==> config.mk <==
export PLATFORM = sky130hd
export DESIGN_NAME = cffm_fault_flags
export DESIGN_NICKNAME = d
export VERILOG_FILES = /design/src/cffm_pkg.sv /design/src/cffm_irq_pulse.sv /design/src/cffm_fault_flags.sv
export VERILOG_INCLUDE_DIRS = /design/src
export SDC_FILE = /design/constraint.sdc
export NUM_CORES = 1
export LEC_CHECK = 0
export BUFFER_PORTS_ARGS = -buffer_cell sky130_fd_sc_hd__buf_2
export CORE_MARGIN = 3
export CORE_UTILIZATION = 50
export DETAILED_ROUTE_END_ITERATION = 10
export MAX_ROUTING_LAYER = met4
export PLACE_DENSITY = 0.78
export SLEW_MARGIN = 30
export SYNTH_ARGS = -nofsm -noshare
export SYNTH_HDL_FRONTEND = slang
export SYNTH_SLANG_ARGS = --single-unit
==> constraint.sdc <==
create_clock -name sys_clk_i -period 1.6 [get_ports sys_clk_i]
set_input_delay 0.24 -clock sys_clk_i [delete_from_list [all_inputs] [get_ports sys_clk_i]]
set_output_delay 0.24 -clock sys_clk_i [all_outputs]
set_load 0.005 [all_outputs]
==> src/cffm_defines.svh <==
// register offsets, field positions and timing constants for the fault flag / mask block
`ifndef CFFM_DEFINES_SVH
`define CFFM_DEFINES_SVH

// ==========================================================
// register offsets
`define CFFM_OFS_FLAGS_FIRST   8'h26
`define CFFM_OFS_FLAGS_SECOND  8'h27
`define CFFM_OFS_MASK_FIRST    8'h28

// ==========================================================
// fault_flags_second fields
`define CFFM_F2_SYS_SHORT      7
`define CFFM_F2_SYS_OVP        6
`define CFFM_F2_SRC_OVP        5
`define CFFM_F2_SRC_UVP        4
`define CFFM_F2_OVERHEAT       2
`define CFFM_F2_LIVE_BITS      8'hf4

// ==========================================================
// fault_flags_first fields
`define CFFM_F1_IN_B_OVP       1
`define CFFM_F1_IN_A_OVP       0

// ==========================================================
// mask fields
`define CFFM_M_ICUR            7
`define CFFM_M_IVOLT           6
`define CFFM_M_TIMEOUT         5
`define CFFM_M_WEAK            4
`define CFFM_M_PGOOD           3
`define CFFM_M_IN_B            2
`define CFFM_M_IN_A            1
`define CFFM_M_BUS             0
`define CFFM_NUM_IRQ_EVENTS    8

// ==========================================================
// reset values and pulse width
`define CFFM_RST_BYTE          8'h00
`define CFFM_IRQ_PULSE_NS      256
`define CFFM_CLK_PERIOD_NS     100
`define CFFM_IRQ_PULSE_CYC     ((`CFFM_IRQ_PULSE_NS + `CFFM_CLK_PERIOD_NS - 1) / `CFFM_CLK_PERIOD_NS)
`define CFFM_PCNT_W            4

`endif

==> src/cffm_pkg.sv <==
// types shared by the fault flag / mask block
package cffm_pkg;
   typedef enum logic [1:0] {
      CFFM_IRQ_IDLE,
      CFFM_IRQ_PULSE
   } cffm_irq_state_t;
endpackage : cffm_pkg

==> src/cffm_irq_pulse.sv <==
// fixed-width interrupt pulse generator
`timescale 1ns/1ps
`include "cffm_defines.svh"

module cffm_irq_pulse (
   // clock and reset
   input  wire logic sys_clk_i,
   input  wire logic nrst_i,
   // trigger and pulse
   input  wire logic trigger_i,
   output logic      irq_pulse_o
);

   // ==========================================================
   // pulse state
   cffm_pkg::cffm_irq_state_t     state;
   logic [`CFFM_PCNT_W-1:0]       count;

   always_ff @(posedge sys_clk_i or negedge nrst_i) begin
      if (!nrst_i) begin
         state <= cffm_pkg::CFFM_IRQ_IDLE;
         count <= '0;
      end else begin
         case (state)
            cffm_pkg::CFFM_IRQ_IDLE: begin
               if (trigger_i) begin
                  state <= cffm_pkg::CFFM_IRQ_PULSE;
                  count <= `CFFM_PCNT_W'(`CFFM_IRQ_PULSE_CYC - 1);
               end
            end
            cffm_pkg::CFFM_IRQ_PULSE: begin
               // events during a pulse merge into it; host reads flags anyway
               if (count == '0) begin
                  state <= cffm_pkg::CFFM_IRQ_IDLE;
               end else begin
                  count <= count - `CFFM_PCNT_W'(1);
               end
            end
            default: begin
               state <= cffm_pkg::CFFM_IRQ_IDLE;
            end
         endcase
      end
   end

   always_ff @(posedge sys_clk_i or negedge nrst_i) begin
      if (!nrst_i) begin
         irq_pulse_o <= 1'b0;
      end else begin
         irq_pulse_o <= (state == cffm_pkg::CFFM_IRQ_IDLE) ? trigger_i
                        : (count != '0);
      end
   end

endmodule : cffm_irq_pulse

==> src/cffm_fault_flags.sv <==
// fault flag registers, event mask register and interrupt pulse logic
`timescale 1ns/1ps
`include "cffm_defines.svh"

// Overview of operation
// RQ1 - system short halt sets flag bit 7; reads 0 after power-on
// RQ2 - system overvoltage halt sets flag bit 6; reads 0 after power-on
// RQ3 - source mode stop on bus overvoltage sets flag bit 5
// RQ4 - source mode stop on bus undervoltage sets flag bit 4
// RQ5 - overheat sets flag bit 2; bits 3, 1, 0 read zero
// RQ6 - current regulation entry pulses interrupt unless mask bit 7 set
// RQ7 - voltage regulation entry pulses interrupt unless mask bit 6 set
// RQ8 - host watchdog expiry pulses interrupt unless mask bit 5 set
// RQ9 - weak source detection interrupts unless mask bit 4 set
// RQ10 - power-good toggle interrupts unless mask bit 3 set
// RQ11 - input b presence change interrupts unless mask bit 2 set
// RQ12 - input a presence change interrupts unless mask bit 1 set
// RQ13 - bus presence change interrupts unless mask bit 0; register reset clears mask
// RQ14 - flags stay latched until the host reads their register
// RQ15 - host reads flags after a pulse and writes mask to choose events
module cffm_fault_flags (
   // clock and reset
   input  wire logic       sys_clk_i,
   input  wire logic       nrst_i,
   // register access from the serial host interface
   input  wire logic [7:0] reg_addr_i,
   input  wire logic       reg_wr_i,
   input  wire logic       reg_rd_i,
   input  wire logic [7:0] reg_wdata_i,
   output logic      [7:0] reg_rdata_o,
   input  wire logic       reg_reset_cmd_i,
   // fault events, one-cycle pulses
   input  wire logic       system_rail_short_event_i,
   input  wire logic       system_rail_overvoltage_event_i,
   input  wire logic       source_mode_overvoltage_event_i,
   input  wire logic       source_mode_undervoltage_event_i,
   input  wire logic       die_overheat_event_i,
   input  wire logic       input_b_overvoltage_event_i,
   input  wire logic       input_a_overvoltage_event_i,
   // interrupt sources
   input  wire logic       current_limit_entry_i,
   input  wire logic       voltage_limit_entry_i,
   input  wire logic       host_timeout_i,
   input  wire logic       weak_source_i,
   input  wire logic       power_good_i,
   input  wire logic       input_b_present_i,
   input  wire logic       input_a_present_i,
   input  wire logic       bus_present_i,
   // interrupt
   output logic            irq_pulse_o
);

   // ==========================================================
   // registers
   logic [7:0] fault_flags_first;
   logic [7:0] fault_flags_second;
   logic [7:0] event_interrupt_mask_first;
   logic [7:0] next_fault_flags_first;
   logic [7:0] next_fault_flags_second;
   logic [7:0] f2_set;
   logic [7:0] f1_set;
   logic       rd_f1;
   logic       rd_f2;
   logic       wr_mask;
   logic [7:0] next_reg_rdata;

   // ==========================================================
   // access decode
   assign rd_f1   = reg_rd_i && (reg_addr_i == `CFFM_OFS_FLAGS_FIRST);
   assign rd_f2   = reg_rd_i && (reg_addr_i == `CFFM_OFS_FLAGS_SECOND);
   assign wr_mask = reg_wr_i && (reg_addr_i == `CFFM_OFS_MASK_FIRST);

   // ==========================================================
   // flag set vectors, one bit per fault event
   always_comb begin
      f2_set = `CFFM_RST_BYTE;
      f2_set[`CFFM_F2_SYS_SHORT] = system_rail_short_event_i;        // RQ1
      f2_set[`CFFM_F2_SYS_OVP]   = system_rail_overvoltage_event_i;  // RQ2
      f2_set[`CFFM_F2_SRC_OVP]   = source_mode_overvoltage_event_i;  // RQ3
      f2_set[`CFFM_F2_SRC_UVP]   = source_mode_undervoltage_event_i; // RQ4
      f2_set[`CFFM_F2_OVERHEAT]  = die_overheat_event_i;             // RQ5
      f1_set = `CFFM_RST_BYTE;
      f1_set[`CFFM_F1_IN_B_OVP]  = input_b_overvoltage_event_i;
      f1_set[`CFFM_F1_IN_A_OVP]  = input_a_overvoltage_event_i;
   end

   // ==========================================================
   // flag latching
   // read clears, but an event in the same cycle survives the clear
   always_comb begin
      next_fault_flags_second = fault_flags_second;
      if (rd_f2) begin
         next_fault_flags_second = `CFFM_RST_BYTE;                  // RQ14
      end
      next_fault_flags_second = next_fault_flags_second | f2_set;   // RQ14
      next_fault_flags_second = next_fault_flags_second & `CFFM_F2_LIVE_BITS; // RQ5
   end

   always_comb begin
      next_fault_flags_first = fault_flags_first;
      if (rd_f1) begin
         next_fault_flags_first = `CFFM_RST_BYTE;
      end
      next_fault_flags_first = next_fault_flags_first | f1_set;     // RQ14
   end

   // ==========================================================
   // flags are power-on only; the register-reset command leaves them alone
   always_ff @(posedge sys_clk_i or negedge nrst_i) begin
      if (!nrst_i) begin
         fault_flags_first  <= `CFFM_RST_BYTE;
         fault_flags_second <= `CFFM_RST_BYTE;                       // RQ1 RQ2
      end else begin
         fault_flags_first  <= next_fault_flags_first;
         fault_flags_second <= next_fault_flags_second;
      end
   end

   // ==========================================================
   // event mask; the reset command beats a write in the same cycle
   always_ff @(posedge sys_clk_i or negedge nrst_i) begin
      if (!nrst_i) begin
         event_interrupt_mask_first <= `CFFM_RST_BYTE;
      end else if (reg_reset_cmd_i) begin
         event_interrupt_mask_first <= `CFFM_RST_BYTE;               // RQ13
      end else if (wr_mask) begin
         event_interrupt_mask_first <= reg_wdata_i;                  // RQ15
      end
   end

   // ==========================================================
   // read data; unmapped offsets read as zero
   always_comb begin
      case (reg_addr_i)
         `CFFM_OFS_FLAGS_FIRST:  next_reg_rdata = fault_flags_first;
         `CFFM_OFS_FLAGS_SECOND: next_reg_rdata = fault_flags_second;
         `CFFM_OFS_MASK_FIRST:   next_reg_rdata = event_interrupt_mask_first;
         default:                next_reg_rdata = `CFFM_RST_BYTE;
      endcase
   end

   // held until the next read, so the host may fetch it late
   always_ff @(posedge sys_clk_i or negedge nrst_i) begin
      if (!nrst_i) begin
         reg_rdata_o <= `CFFM_RST_BYTE;
      end else if (reg_rd_i) begin
         reg_rdata_o <= next_reg_rdata;
      end
   end

   // ==========================================================
   // change detection on status levels
   logic [2:0] status_now;
   logic [2:0] status_prev;
   logic [2:0] status_change;
   logic       status_seen;

   assign status_now = {input_b_present_i, input_a_present_i, bus_present_i};

   always_ff @(posedge sys_clk_i or negedge nrst_i) begin
      if (!nrst_i) begin
         status_prev <= '0;
         status_seen <= 1'b0;
      end else begin
         status_prev <= status_now;
         status_seen <= 1'b1;
      end
   end

   // ==========================================================
   // power-good history, seeded like the presence levels
   logic       pgood_prev;

   always_ff @(posedge sys_clk_i or negedge nrst_i) begin
      if (!nrst_i) begin
         pgood_prev <= 1'b0;
      end else begin
         pgood_prev <= power_good_i;
      end
   end

   // first cycle after reset only seeds history, so no false change pulse
   always_comb begin
      status_change = '0;
      if (status_seen) begin
         status_change = status_now ^ status_prev;
      end
   end

   // ==========================================================
   // masked interrupt sources, one per mask bit
   logic [`CFFM_NUM_IRQ_EVENTS-1:0] irq_event;
   logic [`CFFM_NUM_IRQ_EVENTS-1:0] irq_pass;
   logic                            irq_trigger;

   always_comb begin
      irq_event = `CFFM_RST_BYTE;
      irq_event[`CFFM_M_ICUR]    = current_limit_entry_i;                   // RQ6
      irq_event[`CFFM_M_IVOLT]   = voltage_limit_entry_i;                   // RQ7
      irq_event[`CFFM_M_TIMEOUT] = host_timeout_i;                          // RQ8
      irq_event[`CFFM_M_WEAK]    = weak_source_i;                           // RQ9
      irq_event[`CFFM_M_PGOOD]   = status_seen && (power_good_i != pgood_prev); // RQ10
      irq_event[`CFFM_M_IN_B]    = status_change[2];                        // RQ11
      irq_event[`CFFM_M_IN_A]    = status_change[1];                        // RQ12
      irq_event[`CFFM_M_BUS]     = status_change[0];                        // RQ13
   end

   genvar gi;
   generate
      for (gi = 0; gi < `CFFM_NUM_IRQ_EVENTS; gi++) begin : g_mask
         assign irq_pass[gi] = irq_event[gi] & ~event_interrupt_mask_first[gi]; // RQ6
      end
   endgenerate

   assign irq_trigger = |irq_pass;

   // ==========================================================
   // interrupt pulse
   cffm_irq_pulse cffm_irq_pulse_i (
      .sys_clk_i   (sys_clk_i),
      .nrst_i      (nrst_i),
      .trigger_i   (irq_trigger),
      .irq_pulse_o (irq_pulse_o)
   );

endmodule : cffm_fault_flags

== After elaboration in Yosys (flattened, before gate mapping) ==
Index checks and enable logic that the tools add are counted.

* Bits in registers: 41
* Input port bits: 36
* Output and inout port bits: 9
* Logic and storage cells: 63

* Add/subtract/negate cells: 1
* Equal/unequal tests: 8
* Muxes and demuxes: 13
* Bitwise gates (word level): 19
* Reductions and logical operators: 12

{| class="wikitable"
|+ Operators by type and width
! kind !! count
|-
| 8-bit two-way mux || 4
|-
| 8-bit by 6-bit equality test with 1-bit output (second input constant) || 3
|-
| 8-bit one-hot mux with 3 select lines || 1
|-
| 1-bit bitwise AND || 8
|-
| 4-bit two-way mux || 2
|-
| 1-bit NOT || 8
|-
| 8-bit by 2-bit bitwise OR with 8-bit output || 1
|-
| 8-bit bitwise OR || 1
|-
| 4-bit one-hot mux with 2 select lines || 1
|-
| 8-bit OR reduction || 1
|-
| 1-bit logical AND || 4
|-
| 4-bit zero test || 1
|-
| 2-bit two-way mux || 2
|-
| 2-bit by 1-bit inequality test with 1-bit output (second input constant) || 2
|-
| 2-bit one-hot mux with 2 select lines || 1
|-
| 2-bit nonzero test || 2
|-
| 4-bit nonzero test || 1
|-
| 4-bit by 1-bit subtractor with 4-bit output (second input constant) || 1
|-
| 3-bit two-way mux || 1
|-
| 3-bit AND reduction || 1
|-
| 3-bit XOR || 1
|-
| 2-bit by 1-bit equality test with 1-bit output (second input constant) || 1
|-
| 2-bit zero test || 1
|-
| 2-bit inequality test (second input constant) || 1
|-
| other kinds (3) || 3
|}

== Logic depth before layout (Yosys ltp) ==
* Word-level depth: 6
* Depth in mapped cells: 6
* Depth with buffers taken out: 6

== Cells and area by module ==
Synthesis repeated with hierarchy kept, for this count alone.

* Cell total of the unflattened synthesis: 143
* Area total of the unflattened synthesis: 1541.5 sq um

{| class="wikitable"
|+ Modules (own cells, without submodules)
! module !! instances !! cells an instance !! area each (sq um)
|-
| cffm_fault_flags || 1 || 114 || 1236.2
|-
| cffm_irq_pulse || 1 || 29 || 305.3
|}

== Worst setup path before layout ==
Ideal clock, no wire load.

* Path type: input port to flip-flop
* Start point: in reg_addr_i[4]
* End point: reg fault_flags_second[2]
* Arrival: 1.364 ns
* Required time: 1.482 ns
* Slack: 0.118 ns
* Cell stages on the path: 6
* Path buffers: 1
* Cell sequence: or4b_4 > inv_2 > and3_1 > buf_6 > nand2_4 > a21o_1

* Longest elaborated chain between the ends: 4

{| class="wikitable"
|+ Ends and longest elaborated chain
! what !! line !! RTL
|-
| from (decl) || cffm_fault_flags.sv:26 || <nowiki>input wire logic [7:0] reg_addr_i,</nowiki>
|-
| 8-bit by 6-bit equality test with 1-bit output || -- ||
|-
| 1-bit logical AND || cffm_fault_flags.sv:70 || <nowiki>assign rd_f2 = reg_rd_i && (reg_addr_i == `CFFM_OFS_FLAGS_SECOND);</nowiki>
|-
| 8-bit two-way mux || cffm_fault_flags.sv:92 || <nowiki>if (rd_f2) begin</nowiki>
|-
| 8-bit bitwise OR || cffm_fault_flags.sv:95 || <nowiki>next_fault_flags_second = next_fault_flags_second | f2_set;</nowiki>
|-
| via next_fault_flags_second[2] || cffm_fault_flags.sv:59 || <nowiki>logic [7:0] next_fault_flags_second;</nowiki>
|-
| to (signal assigned) || cffm_fault_flags.sv:112 || <nowiki>fault_flags_second <= `CFFM_RST_BYTE;</nowiki>
|-
| to (signal assigned) || cffm_fault_flags.sv:115 || <nowiki>fault_flags_second <= next_fault_flags_second;</nowiki>
|-
| to (decl) || cffm_fault_flags.sv:56 || <nowiki>logic [7:0] fault_flags_second;</nowiki>
|}

The timed path passes the listed nets, and every way through them passes these cells.
A chain may end at the register's enable or synchronous reset.

== Worst setup path in the final report ==
* Start point: reg event_interrupt_mask_first[5]
* End point: reg cffm_irq_pulse_i.count[1]

* Longest elaborated chain between the ends: 5

{| class="wikitable"
|+ Ends and longest elaborated chain
! what !! line !! RTL
|-
| from (decl) || cffm_fault_flags.sv:57 || <nowiki>logic [7:0] event_interrupt_mask_first;</nowiki>
|-
| from (signal assigned) || cffm_fault_flags.sv:123 || <nowiki>event_interrupt_mask_first <= `CFFM_RST_BYTE;</nowiki>
|-
| from (signal assigned) || cffm_fault_flags.sv:125 || <nowiki>event_interrupt_mask_first <= `CFFM_RST_BYTE;</nowiki>
|-
| from (signal assigned) || cffm_fault_flags.sv:127 || <nowiki>event_interrupt_mask_first <= reg_wdata_i;</nowiki>
|-
| 1-bit NOT || cffm_fault_flags.sv:211 || <nowiki>assign irq_pass[gi] = irq_event[gi] & ~event_interrupt_mask_first[gi];</nowiki>
|-
| 1-bit bitwise AND || cffm_fault_flags.sv:211 ||
|-
| 8-bit OR reduction || cffm_fault_flags.sv:215 || <nowiki>assign irq_trigger = |irq_pass;</nowiki>
|-
| 2-bit by 1-bit inequality test with 1-bit output (no line) || -- ||
|-
| 3-bit AND reduction (no line) || -- ||
|-
| to (signal assigned) || cffm_irq_pulse.sv:28 || <nowiki>count <= `CFFM_PCNT_W'(`CFFM_IRQ_PULSE_CYC - 1);</nowiki>
|-
| to (signal assigned) || cffm_irq_pulse.sv:36 || <nowiki>count <= count - `CFFM_PCNT_W'(1);</nowiki>
|-
| to (decl) || cffm_irq_pulse.sv:17 || <nowiki>logic [`CFFM_PCNT_W-1:0] count;</nowiki>
|}

No other way between the ends.

==> qor.yml <==
status:
  status: "finished, final reports clean"
placement:
  dpl_cell_area_mm2: 0.00177
  dp_hpwl_um: 2340
  port_buffers: 44
  gp_congestion: 0.799
  dp_cells: 217
  dp_slack_ns: -0.143
synth:
  ys_async_sr_fraction_pct: 100
  synth_area_mm2: 0.00153
  syn_nets: 181
  synth-seq-cells: 34
  ys_types: 32
  synth_cells: 143
  synth.most_common_cell: "dfrtp_1"
  ys_top_cells_by_area: "dfrtp_1 (56%), o22ai_1 (4.1%), nand3_1 (3.9%), a21o_1 (3.4%), a22oi_1 (3.4%)"
  yosysWarnings: 0
  synth_flop_cell: "dfrtp_1"
  synth_common_cells: "dfrtp_1 (34), inv_1 (14), nand2_1 (12), nand3_1 (12), o22ai_1 (10)"
  post_synth.cell_area_avg_um2: 10.7
  synth_top_cell_by_area: "dfrtp_1"
  synth.top_cell.area_share_pct: 55.7
  synth-edff-count: 0
  yosysSeqAreaShare_pct: 55.7
final_layout:
  layout-drive-gt1-share_pct: 30.4
  finalNetCount: 232
  antenna_cells: 0
  final_area_mm2: 0.00183
  fillers: 229
  final_cells: 225
  utilization_pct: 64.6
  area_growth_pct: 19.8
detailed_routing:
  first_iter_violations: 62
  final_antenna_net_count: 0
  via_per_inst: 5.45
  post_drt_wl_per_cell_um: 13.2
  vias: 1227
  drc: 0
  dr.pass1.iters: 4
  wl_um: 2960
pwr:
  powerDensity_mw_per_mm2: 976
  internal_power_mw: 1.29
  ir_drop_mv: 0.590
  p_clk_share_pct: 23.3
  switchingPower_mw: 0.492
  power_frac_seq_pct: 55.0
  switching_share_pct: 27.6
  p_comb_share_pct: 21.7
  power.leakage_nw: 0.827
setup_path:
  path_cells: "o22ai_1 > or4_1 > o21a_1 > o21a_1"
  cp_data_required_time_ns: 1.82
  path_max_fanout: 3
  worstRegToRegCells: 4
  r2r-start: "event_interrupt_mask_first[5]$_DFFE_PN0P_"
  crit_path_end_kind: "register"
  cpMostUsedCell: "o21a_1"
  slowest_stage: "or4_1"
  setup.worst_path.start_class: "register"
  cpPeakStageDelay_ns: 0.56
  rrSetupSlack_ns: 0.09
  r2r_end: "cffm_irq_pulse_i.count[1]$_DFFE_PN0P_"
  critPathKind: "register to register"
  worstPathArrival_ns: 1.73
timing:
  slew_violations: 0
  worst_pin_slew_ns: 0.718
  period_share_pct: 94.6
  skew_ns: 0.00574
  final_hold_viol_count: 0
  relSlewSlack_pct: 52.1
  timing.fmax_mhz: 661
  final.setup.tns_ns: 0
  fin_ws_ns: 0.0870
  rsz0062_at_grt: "false"
  period_minus_slack_ns: 1.51
  setup_viol: 0
floorplanning:
  die_y_um: 61.3
  die-area_mm2: 0.00375
  pin_count: 45
  core_mm2: 0.00283
  die_width_um: 61.3
  row_count: 19
  floorplan.initialDensity_pct: 54.0
clock_tree:
  clockBufferDepth: 2
  cts_tree: "built"
  clk_pin_slew_ns: 0.09
  cts_buffers: 5
  cts.repair.resized: 0
  cts_sinks: 34
  root_buffer: "clkbuf_4"
  cts.htree.levels: 2
  clk-insertion-delay-late_ns: 0.32
min_path:
  min_from: "input_a_present_i"
  hold_path_end: "status_prev[1]$_DFF_PN0_"
  hold_depth: 1
  hold_class: "input port to register"
grt:
  grt_antenna_before_repair: 0
  grt_usage_pct: 18.7
  first_global_vias: 1129
  grt_max_degree: 35
  grt_pass1_wl_um: 4840
  gr-total-overflow: 0
flow_run:
  max-cap-violations: 0
[placed cells by master, fill, tap and decap left out]
master / instances
a21oi_1: 8
xnor2_1: 4
a22o_1: 2
or4b_4: 1
a22oi_1: 7
o21a_1: 4
o21ai_0: 4
clkbuf_4: 5
a21o_1: 7
nor4b_1: 1
nand4_1: 1
or4_1: 1
o22ai_1: 10
nor2b_1: 2
nand2_1: 12
ha_1: 2
nor3_1: 1
dlygate4sd3_1: 1
dfrtp_1: 34
buf_2: 44
o211ai_1: 1
inv_1: 14
nor2b_4: 1
nor2_1: 3
conb_1: 1
buf_4: 5
nand2_4: 1
and3_1: 1
nor4_4: 1
inv_2: 1
clkbuf_1: 2
nand3_1: 12
[through the flow]
| stage | hold slack, ns | power, mW |
|---|---|---|
| finish | 0.0426 | 1.78 |
| global route | 0.0164 | 1.91 |
| CTS | 0.0305 | 1.81 |
| detailed placement | 0.339 | 1.39 |
| global placement | 0.330 | 1.37 |
| floorplan | -0.0556 | 1.25 |
[how the worst max path moves through the flow]
stage                     cells after the start                                      start                                     to
after floorplan                               6                              reg_addr_i[4]        fault_flags_second[2]$_DFF_PN0_
after global placement                        6                              reg_addr_i[4]        fault_flags_second[2]$_DFF_PN0_
after detailed placement                      6                              reg_addr_i[4]        fault_flags_second[7]$_DFF_PN0_
after CTS                                     4  event_interrupt_mask_first[5]$_DFFE_PN0P_  cffm_irq_pulse_i.count[1]$_DFFE_PN0P_
after global routing                          4  event_interrupt_mask_first[5]$_DFFE_PN0P_  cffm_irq_pulse_i.count[1]$_DFFE_PN0P_
final                                         4  event_interrupt_mask_first[5]$_DFFE_PN0P_  cffm_irq_pulse_i.count[1]$_DFFE_PN0P_
[power by group through the flow]
stage          combinational [mW]  clock (mW)  sequential [mW]
2_1_floorplan               0.249           0            0.997
3_3_place_gp                0.369           0            0.998
3_5_place_dp                0.395           0            0.997
4_1_cts                     0.394       0.435            0.981
5_1_grt                     0.447       0.474            0.992
6_report                    0.387       0.415            0.980
[metal layers]
layer / global-route usage [%] / vias up / share of wire [%]
li1: - / 601 / -
met1: 23.8 / 570 / 45
met2: 28.2 / 51 / 46
met3: 4.40 / 5 / 8.1
met4: 8.67 / 0 / 1.4
met5: - / - / 0
[repair_timing]
action	CTS	global route
hold buffers	1	0
endpoints found under the hold margin	34	0
setup buffers	0	0
[cell type report]
class | count | area (um2) | area share [%]
well taps | 31 | 38.8 | 2.12
repair buffers | 50 | 268 | 14.6
inverters | 15 | 56.3 | 3.08
clock buffers | 7 | 45.0 | 2.46
multi-input cells | 88 | 569 | 31.1
flip-flops and latches | 34 | 851 | 46.5
[flip-flops by register name (all words and copies together), names as in the netlist]
register / cells
status_seen: 1
cffm_irq_pulse_i.state: 1
fault_flags_first: 2
fault_flags_second: 5
reg_rdata_o: 8
pgood_prev: 1
cffm_irq_pulse_i.count: 4
event_interrupt_mask_first: 8
status_prev: 3
cffm_irq_pulse_i.irq_pulse_o: 1
[cell families (layout without fill, tap and decap cells)]
group	count (synthesis)	after routing	synth area share (%)
AOI/OAI and AO/OA	43	43	18.5
and+or+nand+nor	38	38	14.6
DFF	34	34	55.7
buffers and inverters	21	72	6.97
xor gates and xnor gates	4	4	2.29
adders and majority gates	2	2	1.64
other	1	1	0.246
[critical path, delay by kind of cell (launching register included)]
family | cells | cell delay (ns)
AO/OA/AOI/OAI | 3 | 0.50
flip-flops | 1 | 0.36
AND/OR/NAND/NOR | 1 | 0.56
Note: power is estimated with default switching activity, not from simulation.
